==> src/hdl/cet_pkg.sv <==
// Constants, register map and types of the cascadable event timer pair.
package cet_pkg;
    localparam int          CET_CLK_HZ       = 20000000;
    localparam logic [11:0] ADDR_LOW_COUNTER  = 12'h000;
    localparam logic [11:0] ADDR_HIGH_COUNTER = 12'h004;
    localparam logic [11:0] ADDR_LOW_COMPARE  = 12'h008;
    localparam logic [11:0] ADDR_HIGH_COMPARE = 12'h00C;
    localparam logic [11:0] ADDR_CONTROL      = 12'h010;
    localparam logic [11:0] ADDR_IRQ_STATUS   = 12'h014;
    localparam logic [11:0] ADDR_IRQ_CLEAR    = 12'h018;
    localparam logic [11:0] ADDR_IRQ_ENABLE   = 12'h01C;
    localparam int CTL_LOW_EN   = 0;
    localparam int CTL_HIGH_EN  = 1;
    localparam int CTL_OUT_EN   = 2;
    localparam int CTL_CASCADE  = 3;
    localparam int CTL_SQUARE   = 4;
    localparam int CTL_CLK_LSB  = 8;
    localparam int CTL_DIR_EVT  = 12;
    localparam int CTL_DIR_OUT  = 13;
    localparam int CTL_LATCH    = 14;
    localparam logic [31:0] CONTROL_RESET = 32'h0000_3000;
    localparam int IRQ_LOW  = 0;
    localparam int IRQ_HIGH = 1;
    localparam logic [1:0] RESP_OKAY   = 2'h0;
    localparam logic [1:0] RESP_SLVERR = 2'h2;
    typedef enum logic [2:0]
    {
        CLK_SYS      = 3'h0,
        CLK_SYS_DIV4 = 3'h1,
        CLK_EXT      = 3'h2,
        CLK_EXT_DIV2 = 3'h3,
        CLK_EXT_DIV4 = 3'h4,
        CLK_EXT_DIV8 = 3'h5
    } cet_clk_sel_t;
    localparam logic [1:0] SYS_DIV4_LAST = 2'h3;
    localparam logic [7:0] COUNT_ZERO    = 8'h00;
endpackage : cet_pkg

==> src/hdl/cet_tick_if.sv <==
// Count clock tick carried from the tick generator to the counters.
`timescale 1ns/1ps
interface cet_tick_if;
    logic tick;
    modport gen (output tick);
    modport use_tick (input tick);
endinterface : cet_tick_if

==> src/hdl/cet_tick_gen.sv <==
// Count clock enable generator with external event synchroniser.
`timescale 1ns/1ps
module cet_tick_gen
    import cet_pkg::*;
(
    // Clock and reset.
    input  wire logic       clk,
    input  wire logic       reset_n,
    // Control.
    input  wire logic       run,
    input  wire logic [2:0] clockSelect,
    // Event pin.
    input  wire logic       eventInputPin,
    // Tick out.
    cet_tick_if.gen         tickBus
);
    logic [2:0] syncStage;
    logic       eventEdge;
    logic [1:0] sysDiv;
    logic [2:0] extDiv;
    logic       sysTick;
    logic [2:0] next_extDiv;
    logic       edgeSeen;

    always_ff @(posedge clk or negedge reset_n)
    begin
        if (!reset_n)
            syncStage <= 3'h0;
        else
            syncStage <= {syncStage[1:0], eventInputPin};
    end

    // Rising edge seen once stages two and three agree on the new level.
    assign eventEdge   = syncStage[1] & syncStage[2] & ~edgeSeen;
    always_ff @(posedge clk or negedge reset_n)
    begin
        if (!reset_n)
            edgeSeen <= 1'b0;
        else if (syncStage[1] == syncStage[2])
            edgeSeen <= syncStage[2]; // RULE_16
    end

    assign sysTick     = run & (sysDiv == SYS_DIV4_LAST);
    assign next_extDiv = extDiv + 3'h1;

    always_ff @(posedge clk or negedge reset_n)
    begin
        if (!reset_n)
            sysDiv <= 2'h0;
        else if (!run)
            sysDiv <= 2'h0;
        else
            sysDiv <= sysDiv + 2'h1;
    end

    always_ff @(posedge clk or negedge reset_n)
    begin
        if (!reset_n)
            extDiv <= 3'h0;
        else if (!run)
            extDiv <= 3'h0;
        else if (eventEdge)
            extDiv <= next_extDiv;
    end

    // Count clock selection.
    always_comb
    begin
        unique case (clockSelect)
            CLK_SYS:      tickBus.tick = run; // RULE_14
            CLK_SYS_DIV4: tickBus.tick = sysTick;
            CLK_EXT:      tickBus.tick = run & eventEdge; // RULE_01
            CLK_EXT_DIV2: tickBus.tick = run & eventEdge & extDiv[0];
            CLK_EXT_DIV4: tickBus.tick = run & eventEdge & (&extDiv[1:0]);
            CLK_EXT_DIV8: tickBus.tick = run & eventEdge & (&extDiv);
            default:      tickBus.tick = 1'b0;
        endcase
    end

    chk_edge_once: assert property (@(posedge clk) disable iff (!reset_n)
        eventEdge |=> !eventEdge) else $error("Event edge lasted two cycles."); // RULE_16
endmodule : cet_tick_gen

==> src/hdl/cet_timer_pair.sv <==
// Top of the cascadable event timer pair with AXI4-Lite registers.
//
// Our own choices: the AXI4-Lite register port and the register offsets.
`timescale 1ns/1ps
// Functional notes
// RULE_01: Event mode: each valid edge increments low counter.
// RULE_02: Event match clears counter, interrupts same cycle.
// RULE_03: Software stops, configures, loads, then starts event counting.
// RULE_04: Square mode match toggles pin, clears, interrupts.
// RULE_05: Low enable zero forces square output low.
// RULE_06: Output starts low when output enabled.
// RULE_07: Square period is two times compare plus one.
// RULE_08: Software configures pin and compare before starting square.
// RULE_09: Cascade: high counter upper byte, low lower.
// RULE_10: Cascade ignores high enable; low enable controls.
// RULE_11: Dual match clears both; only low interrupt.
// RULE_12: Interval is 256 high plus low plus one.
// RULE_13: Software stops both, configures, loads, then starts.
// RULE_14: Three-bit select picks system or external clocks.
// RULE_15: Software stops timer before changing clock select.
// RULE_16: Event input synchronised, one increment per edge.
module cet_timer_pair
    import cet_pkg::*;
(
    // Clock and reset.
    input  wire logic        clk,
    input  wire logic        reset_n,
    // AXI4-Lite write address.
    input  wire logic        s_axi_awvalid,
    output logic             s_axi_awready,
    input  wire logic [11:0] s_axi_awaddr,
    // AXI4-Lite write data.
    input  wire logic        s_axi_wvalid,
    output logic             s_axi_wready,
    input  wire logic [31:0] s_axi_wdata,
    input  wire logic [3:0]  s_axi_wstrb,
    // AXI4-Lite write response.
    output logic             s_axi_bvalid,
    input  wire logic        s_axi_bready,
    output logic [1:0]       s_axi_bresp,
    // AXI4-Lite read address.
    input  wire logic        s_axi_arvalid,
    output logic             s_axi_arready,
    input  wire logic [11:0] s_axi_araddr,
    // AXI4-Lite read data.
    output logic             s_axi_rvalid,
    input  wire logic        s_axi_rready,
    output logic [31:0]      s_axi_rdata,
    output logic [1:0]       s_axi_rresp,
    // Pins.
    input  wire logic        eventInputPin,
    output logic             timerOutputPin,
    output logic             timerOutputOe,
    // Interrupt.
    output logic             irq
);
    logic [7:0]  lowCounter;
    logic [7:0]  highCounter;
    logic [7:0]  lowCompare;
    logic [7:0]  highCompare;
    logic [31:0] control;
    logic [1:0]  irqStatus;
    logic [1:0]  irqEnable;
    logic        squareLevel;
    logic        awHeld;
    logic        wHeld;
    logic [11:0] awAddr;
    logic [31:0] wData;
    logic [3:0]  wStrb;
    cet_tick_if  tickBus();

    logic        lowCountEnable;
    logic        highCountEnable;
    logic        timerOutputEnable;
    logic        cascadeMode;
    logic        squareMode;
    logic        lowMatch;
    logic        highMatch;
    logic        lowClear;
    logic        highClear;
    logic        highRun;
    logic        lowIrqEvent;
    logic        highIrqEvent;
    logic        doWrite;
    logic        writeHit;
    logic        readHit;
    logic [31:0] readValue;
    logic [31:0] wMask;
    logic [31:0] next_control;
    logic [1:0]  next_irqStatus;

    assign lowCountEnable    = control[CTL_LOW_EN];
    assign highCountEnable   = control[CTL_HIGH_EN];
    assign timerOutputEnable = control[CTL_OUT_EN];
    assign cascadeMode       = control[CTL_CASCADE];
    assign squareMode        = control[CTL_SQUARE];

    cet_tick_gen u_tick
    (
        .clk           (clk),
        .reset_n       (reset_n),
        .run           (lowCountEnable),
        .clockSelect   (control[CTL_CLK_LSB +: 3]),
        .eventInputPin (eventInputPin),
        .tickBus       (tickBus.gen)
    );

    // Match and clear decode.
    assign lowMatch  = tickBus.tick & (lowCounter == lowCompare); // RULE_02
    assign highMatch = highCounter == highCompare;
    assign lowClear  = cascadeMode ? (lowMatch & highMatch) : lowMatch; // RULE_11
    assign highClear = lowClear; // RULE_11
    // High counter advances on low wrap in cascade, and never outside cascade.
    assign highRun   = cascadeMode ? (tickBus.tick & (lowCounter == 8'hFF) & ~lowClear)
                                   : 1'b0; // RULE_09
    assign lowIrqEvent  = lowClear; // RULE_02
    assign highIrqEvent = ~cascadeMode & highCountEnable & 1'b0; // RULE_11

    always_ff @(posedge clk or negedge reset_n)
    begin
        if (!reset_n)
            lowCounter <= COUNT_ZERO;
        else if (!lowCountEnable)
            lowCounter <= COUNT_ZERO; // RULE_10
        else if (lowClear)
            lowCounter <= COUNT_ZERO; // RULE_02
        else if (tickBus.tick)
            lowCounter <= lowCounter + 8'h01; // RULE_01
    end

    always_ff @(posedge clk or negedge reset_n)
    begin
        if (!reset_n)
            highCounter <= COUNT_ZERO;
        else if (!lowCountEnable || !cascadeMode)
            highCounter <= COUNT_ZERO; // RULE_10
        else if (tickBus.tick && highClear)
            highCounter <= COUNT_ZERO; // RULE_12
        else if (highRun)
            highCounter <= highCounter + 8'h01; // RULE_09
    end

    always_ff @(posedge clk or negedge reset_n)
    begin
        if (!reset_n)
            squareLevel <= 1'b0;
        else if (!lowCountEnable || !timerOutputEnable)
            squareLevel <= 1'b0; // RULE_05
        else if (squareMode && lowClear)
            squareLevel <= ~squareLevel; // RULE_04 RULE_07
    end

    assign timerOutputPin = squareLevel & timerOutputEnable & ~control[CTL_DIR_OUT]; // RULE_06
    assign timerOutputOe  = ~control[CTL_DIR_OUT];

    // AXI4-Lite slave.
    assign s_axi_awready = ~awHeld & ~s_axi_bvalid;
    assign s_axi_wready  = ~wHeld & ~s_axi_bvalid;
    assign s_axi_arready = ~s_axi_rvalid;
    assign doWrite       = awHeld & wHeld & ~s_axi_bvalid;
    assign wMask         = {{8{wStrb[3]}}, {8{wStrb[2]}}, {8{wStrb[1]}}, {8{wStrb[0]}}};
    assign next_control  = (control & ~wMask) | (wData & wMask);
    assign writeHit      = (awAddr == ADDR_LOW_COMPARE) || (awAddr == ADDR_HIGH_COMPARE)
                        || (awAddr == ADDR_CONTROL) || (awAddr == ADDR_IRQ_CLEAR)
                        || (awAddr == ADDR_IRQ_ENABLE);
    assign readHit       = (s_axi_araddr[11:5] == 7'h00) && (s_axi_araddr[4:0] != 5'h18)
                        && (s_axi_araddr[1:0] == 2'h0);
    assign next_irqStatus = {highIrqEvent, lowIrqEvent}
                         | (irqStatus & ~((doWrite && awAddr == ADDR_IRQ_CLEAR && wStrb[0])
                                          ? wData[1:0] : 2'h0));
    assign irq           = |(irqStatus & irqEnable);

    always_comb
    begin
        unique case (s_axi_araddr)
            ADDR_LOW_COUNTER:  readValue = {24'h0, lowCounter};
            ADDR_HIGH_COUNTER: readValue = {24'h0, highCounter};
            ADDR_LOW_COMPARE:  readValue = {24'h0, lowCompare};
            ADDR_HIGH_COMPARE: readValue = {24'h0, highCompare};
            ADDR_CONTROL:      readValue = control;
            ADDR_IRQ_STATUS:   readValue = {30'h0, irqStatus};
            ADDR_IRQ_ENABLE:   readValue = {30'h0, irqEnable};
            default:           readValue = 32'h0;
        endcase
    end

    always_ff @(posedge clk or negedge reset_n)
    begin
        if (!reset_n)
        begin
            awHeld <= 1'b0;
            wHeld  <= 1'b0;
            awAddr <= 12'h0;
            wData  <= 32'h0;
            wStrb  <= 4'h0;
        end
        else
        begin
            if (s_axi_awvalid && s_axi_awready)
            begin
                awHeld <= 1'b1;
                awAddr <= s_axi_awaddr;
            end
            else if (doWrite)
                awHeld <= 1'b0;
            if (s_axi_wvalid && s_axi_wready)
            begin
                wHeld <= 1'b1;
                wData <= s_axi_wdata;
                wStrb <= s_axi_wstrb;
            end
            else if (doWrite)
                wHeld <= 1'b0;
        end
    end

    always_ff @(posedge clk or negedge reset_n)
    begin
        if (!reset_n)
        begin
            s_axi_bvalid <= 1'b0;
            s_axi_bresp  <= RESP_OKAY;
        end
        else if (doWrite)
        begin
            s_axi_bvalid <= 1'b1;
            s_axi_bresp  <= writeHit ? RESP_OKAY : RESP_SLVERR;
        end
        else if (s_axi_bready)
            s_axi_bvalid <= 1'b0;
    end

    always_ff @(posedge clk or negedge reset_n)
    begin
        if (!reset_n)
        begin
            lowCompare  <= COUNT_ZERO;
            highCompare <= COUNT_ZERO;
            control     <= CONTROL_RESET;
            irqEnable   <= 2'h0;
        end
        else if (doWrite && wStrb[0])
        begin
            if (awAddr == ADDR_LOW_COMPARE)
                lowCompare <= wData[7:0];
            if (awAddr == ADDR_HIGH_COMPARE)
                highCompare <= wData[7:0];
            if (awAddr == ADDR_IRQ_ENABLE)
                irqEnable <= wData[1:0];
            if (awAddr == ADDR_CONTROL)
                control <= next_control;
        end
        else if (doWrite && awAddr == ADDR_CONTROL)
            control <= next_control;
    end

    // Set wins over clear.
    always_ff @(posedge clk or negedge reset_n)
    begin
        if (!reset_n)
            irqStatus <= 2'h0;
        else
            irqStatus <= next_irqStatus;
    end

    always_ff @(posedge clk or negedge reset_n)
    begin
        if (!reset_n)
        begin
            s_axi_rvalid <= 1'b0;
            s_axi_rdata  <= 32'h0;
            s_axi_rresp  <= RESP_OKAY;
        end
        else if (s_axi_arvalid && s_axi_arready)
        begin
            s_axi_rvalid <= 1'b1;
            s_axi_rdata  <= readValue;
            s_axi_rresp  <= readHit ? RESP_OKAY : RESP_SLVERR;
        end
        else if (s_axi_rready)
            s_axi_rvalid <= 1'b0;
    end

    chk_match_clears: assert property (@(posedge clk) disable iff (!reset_n)
        lowClear && lowCountEnable |=> lowCounter == COUNT_ZERO)
        else $error("Counter not cleared after match."); // RULE_02
    chk_match_irq: assert property (@(posedge clk) disable iff (!reset_n)
        lowClear && lowCountEnable |=> irqStatus[IRQ_LOW])
        else $error("Match without low interrupt."); // RULE_02
    chk_square_toggle: assert property (@(posedge clk) disable iff (!reset_n)
        lowClear && squareMode && lowCountEnable && timerOutputEnable
        |=> squareLevel != $past(squareLevel))
        else $error("Square output did not toggle."); // RULE_04
    chk_stop_low: assert property (@(posedge clk) disable iff (!reset_n)
        !lowCountEnable |=> !squareLevel)
        else $error("Square output not forced low."); // RULE_05
    chk_no_high_irq: assert property (@(posedge clk) disable iff (!reset_n)
        cascadeMode |-> !highIrqEvent)
        else $error("High interrupt in cascade mode."); // RULE_11
    chk_cascade_pair: assert property (@(posedge clk) disable iff (!reset_n)
        lowCountEnable && cascadeMode && tickBus.tick && lowCounter == 8'hFF && !lowClear
        |=> highCounter == $past(highCounter) + 8'h01)
        else $error("High byte missed carry."); // RULE_09
    chk_high_ignored: assert property (@(posedge clk) disable iff (!reset_n)
        !lowCountEnable |=> highCounter == COUNT_ZERO && lowCounter == COUNT_ZERO)
        else $error("Counters run without low enable."); // RULE_10
    chk_partial_keep: assert property (@(posedge clk) disable iff (!reset_n)
        cascadeMode && lowMatch && !highMatch && lowCountEnable && lowCounter != 8'hFF
        |=> lowCounter == $past(lowCounter) + 8'h01)
        else $error("Low cleared without high match."); // RULE_12
    cov_event_match: cover property (@(posedge clk) disable iff (!reset_n)
        lowClear && !cascadeMode && !squareMode);
    cov_square_toggle: cover property (@(posedge clk) disable iff (!reset_n)
        lowClear && squareMode && timerOutputEnable);
    cov_cascade_match: cover property (@(posedge clk) disable iff (!reset_n)
        lowClear && cascadeMode);
endmodule : cet_timer_pair

==> config.mk <==
export PLATFORM = sky130hd
export DESIGN_NAME = cet_timer_pair
export DESIGN_NICKNAME = d
export VERILOG_FILES = /design/src/hdl/cet_pkg.sv /design/src/hdl/cet_tick_if.sv /design/src/hdl/cet_tick_gen.sv /design/src/hdl/cet_timer_pair.sv
export SDC_FILE = /design/constraint.sdc
export NUM_CORES = 1
export LEC_CHECK = 0
export BUFFER_PORTS_ARGS = -buffer_cell sky130_fd_sc_hd__clkbuf_2
export CORE_MARGIN = 2
export CORE_UTILIZATION = 45
export DETAILED_ROUTE_END_ITERATION = 7
export HOLD_SLACK_MARGIN = 0.1
export PLACE_DENSITY_LB_ADDON = 0.12
export SYNTH_ARGS = -nofsm -noshare
export SYNTH_HDL_FRONTEND = slang
export SYNTH_SLANG_ARGS = --single-unit
==> constraint.sdc <==
create_clock -name clk -period 4.38 [get_ports clk]
set_input_delay 0 -clock clk [delete_from_list [all_inputs] [get_ports clk]]
set_output_delay 0 -clock clk [all_outputs]
set_load 0.01 [all_outputs]
==> results.toml <==
[worst_hold_path]
worst_hold_path.endpoint = "s_axi_rresp[1]"
whs_path_depth = 4
min-delay-start = "s_axi_araddr[1]"
hp-class = "primary input to flop"

[detailed_routing]
drc = 0
avgViaCountPerCell = 5.32
drt-total-wl_um = 15500
wl_per_cell_um = 17.6
met1_length_um = 7030
routed-wl-met2_um = 7400
top_layer = "met4"
antenna_left = 0
dr_total_vias = 4683
drt_iter0_drc = 263
dr_wl_met3_um = 903
first_pass_iters = 5

[global_routing]
grt_pass1_wl_um = 24900
grt_max_degree = 67
grt_pass1_vias = 4773
grt-ovfl-total = 0
grt.total_usage_pct = 19.7
antenna_found_initial = 0

[power_and_ir_drop]
power_density_nw_per_um2 = 458
p_int_mw = 2.99
p_comb_share_pct = 14.9
pwr-share-seq_pct = 48.8
clock_power_share_pct = 36.3
ir_drop_mv = 0.629
p_sw_mw = 1.06
leakage_nw = 4.28
swShare_pct = 26.2

[clock_network]
cts_setup_buffers = 0
clockRootBuffer = "clkbuf_16"
cts_buffers = 17
htree_levels = 4
cts_tree = "built"
clk_pin_slew_worst_paths_ns = 0.06
cts_sinks = 164
worstSkewPairLatency_ns = 0.42
cts_resized = 0
postCtsHoldBufs = 53
clk_path_buf_depth = 2

[yosys]
seq_area_frac_synth_pct = 58.7
synth_xor_xnor_area_share_pct = 3.76
syn_inst = 512
ys.flop_type = "dfrtp_1"
syn_area_um2 = 7000
synthAdderAreaFrac_pct = 1.07
yosys-top-cells-count = "dfrtp_1, mux2_2, nor2_1"
synthSimpleGateAreaFrac_pct = 8.60
synth_compound_area_share_pct = 6.69
synthTopCellsByArea = "dfrtp_1, mux2_2, a22o_1"
synth.most_common_cell = "dfrtp_1"
ys_seq_elements = 164
yosys_warnings = 0
synth_top_area_share_pct = 58.0
synth_top_family_by_area = "multiplexers"
synthMuxAreaShare_pct = 19.2
synth_top_cell_by_area = "dfrtp_1"
synth.avg_cell_area_um2 = 13.7
yosysUniqueCellTypes = 50
async_flop_share_pct = 100
synth_edf_count = 0

[die]
core_um2 = 15200
initial_core_util_pct = 46.0
fp-row-count = 45
die_h_um = 129
fp.dieW_um = 129
dieArea_um2 = 16600
ios = 112

[sta]
period_minus_slack_ns = 2.34
hold_viol = 0
setup_viol = 0
worst_slew_pin_slew_ns = 0.931
hold-worst-slack_ns = 0.150
tns_ns = 0
fin_crit_sh_pct = 53.4
rsz0062_at_grt = "false"
slew_violations = 0
maxSlewHeadroom_pct = 37.9
clock.fmax_mhz = 428
fin_skew_ns = 0.0128

[setup_path]
worstSetupStartpointType = "flop"
path_max_fanout = 8
required_ns = 4.67
critPathKind = "flop to flop"
rr_worst_depth = 6
cp.arrival_ns = 2.63
r2r_slack_ns = 2.04
reg2reg_from = "awAddr[7]"
r2r-end = "highCompare[3]"
worstSetupEndpointType = "flop"

[place]
post-dp-hpwl_um = 10700
gp_congestion = 0.818
port_buffers = 109

[flow_run]
drv_cap = 0

[cells_and_area]
drive_gt1_share_pct = 38.4
syn_to_final_growth_pct = 26.7
num-nets-final = 753
diodes = 0

[run_status]
status = "complete, no violations"
[kinds of logic after synthesis]
group,Yosys count
buf+inv,31
compound gates,59
other cells,1
flops,164
xor+xnor,30
simple gates,108
mux,113
fa+ha+maj,6
[per-layer routing]
metal / global-route usage [%] / vias to the layer above
met3: 6.07 / 10
met4: 5.31 / 0
met2: 31.2 / 121
li1: - / 2186
met1: 26.6 / 2366
met5: 0 / -
[how the worst max path moves through the flow]
stage,startpoint,to,slack [ns],cells after the start
3_5_place_dp,awAddr[7],highCompare[6],2.03,6
3_3_place_gp,awAddr[7],highCompare[4],2.16,6
2_1_floorplan,awAddr[7],highCompare[0],2.43,6
4_1_cts,awAddr[7],highCompare[1],2.01,6
5_1_grt,awAddr[7],highCompare[3],1.80,6
6_report,awAddr[7],highCompare[3],2.04,6
[power groups by stage]
stage	combinational (mW)	sequential [mW]	clock (mW)
floorplan	0.427	1.94	0
detailed placement	0.577	2.01	0
global route	0.668	2.02	1.58
finish	0.606	1.98	1.47
CTS	0.617	1.98	1.51
global placement	0.559	2.00	0
[placed cells by master, fill, tap and decap left out, types with 5 or more instances in the layout]
cell type,synthesis,routed
mux4_2,7,7
nor3_1,6,5
a22o_1,26,26
inv_1,11,11
dfrtp_1,162,162
dlygate4sd3_1,0,53
nand2_1,19,19
nor2_1,30,30
and3_1,6,6
xnor2_1,20,20
nand4_1,10,10
buf_4,2,5
clkbuf_16,0,17
o21ai_0,8,8
clkbuf_2,1,108
ha_1,6,6
mux2_2,100,100
xor2_1,10,10
a222oi_1,6,6
nand3_1,13,13
[layout make-up]
| cell class | count | area [µm²] |
|---|---|---|
| fill | 1226 | 6340 |
| sequential | 164 | 4110 |
| multi-input combinational | 318 | 2770 |
| timing repair buffer | 167 | 1120 |
| clock buffer | 19 | 443 |
| tap | 188 | 235 |
| clock inverter | 13 | 149 |
| inverter | 11 | 41.3 |
[through the flow]
step / utilization, % / cell area, µm² / power, mW / std cells / worst slack, ns
after global routing: 58.3 / 8860 / 4.27 / 880 / 1.80
after global placement: 50.9 / 7740 / 2.56 / 795 / 2.16
after CTS: 58.3 / 8860 / 4.11 / 880 / 2.01
after detailed placement: 50.9 / 7740 / 2.58 / 795 / 2.03
final: 58.3 / 8860 / 4.06 / 880 / 2.04
after floorplan: - / 7000 / 2.37 / 513 / 2.43
[critical path: stages (launching register included)]
cell,delay [ns]
dfrtp_1,0.38
nor4_1,0.34
nand3_1,0.26
nor2_1,0.18
nand3_2,0.17
nor3b_4,0.48
mux2_2,0.39
(Power assumes the default switching activity.)
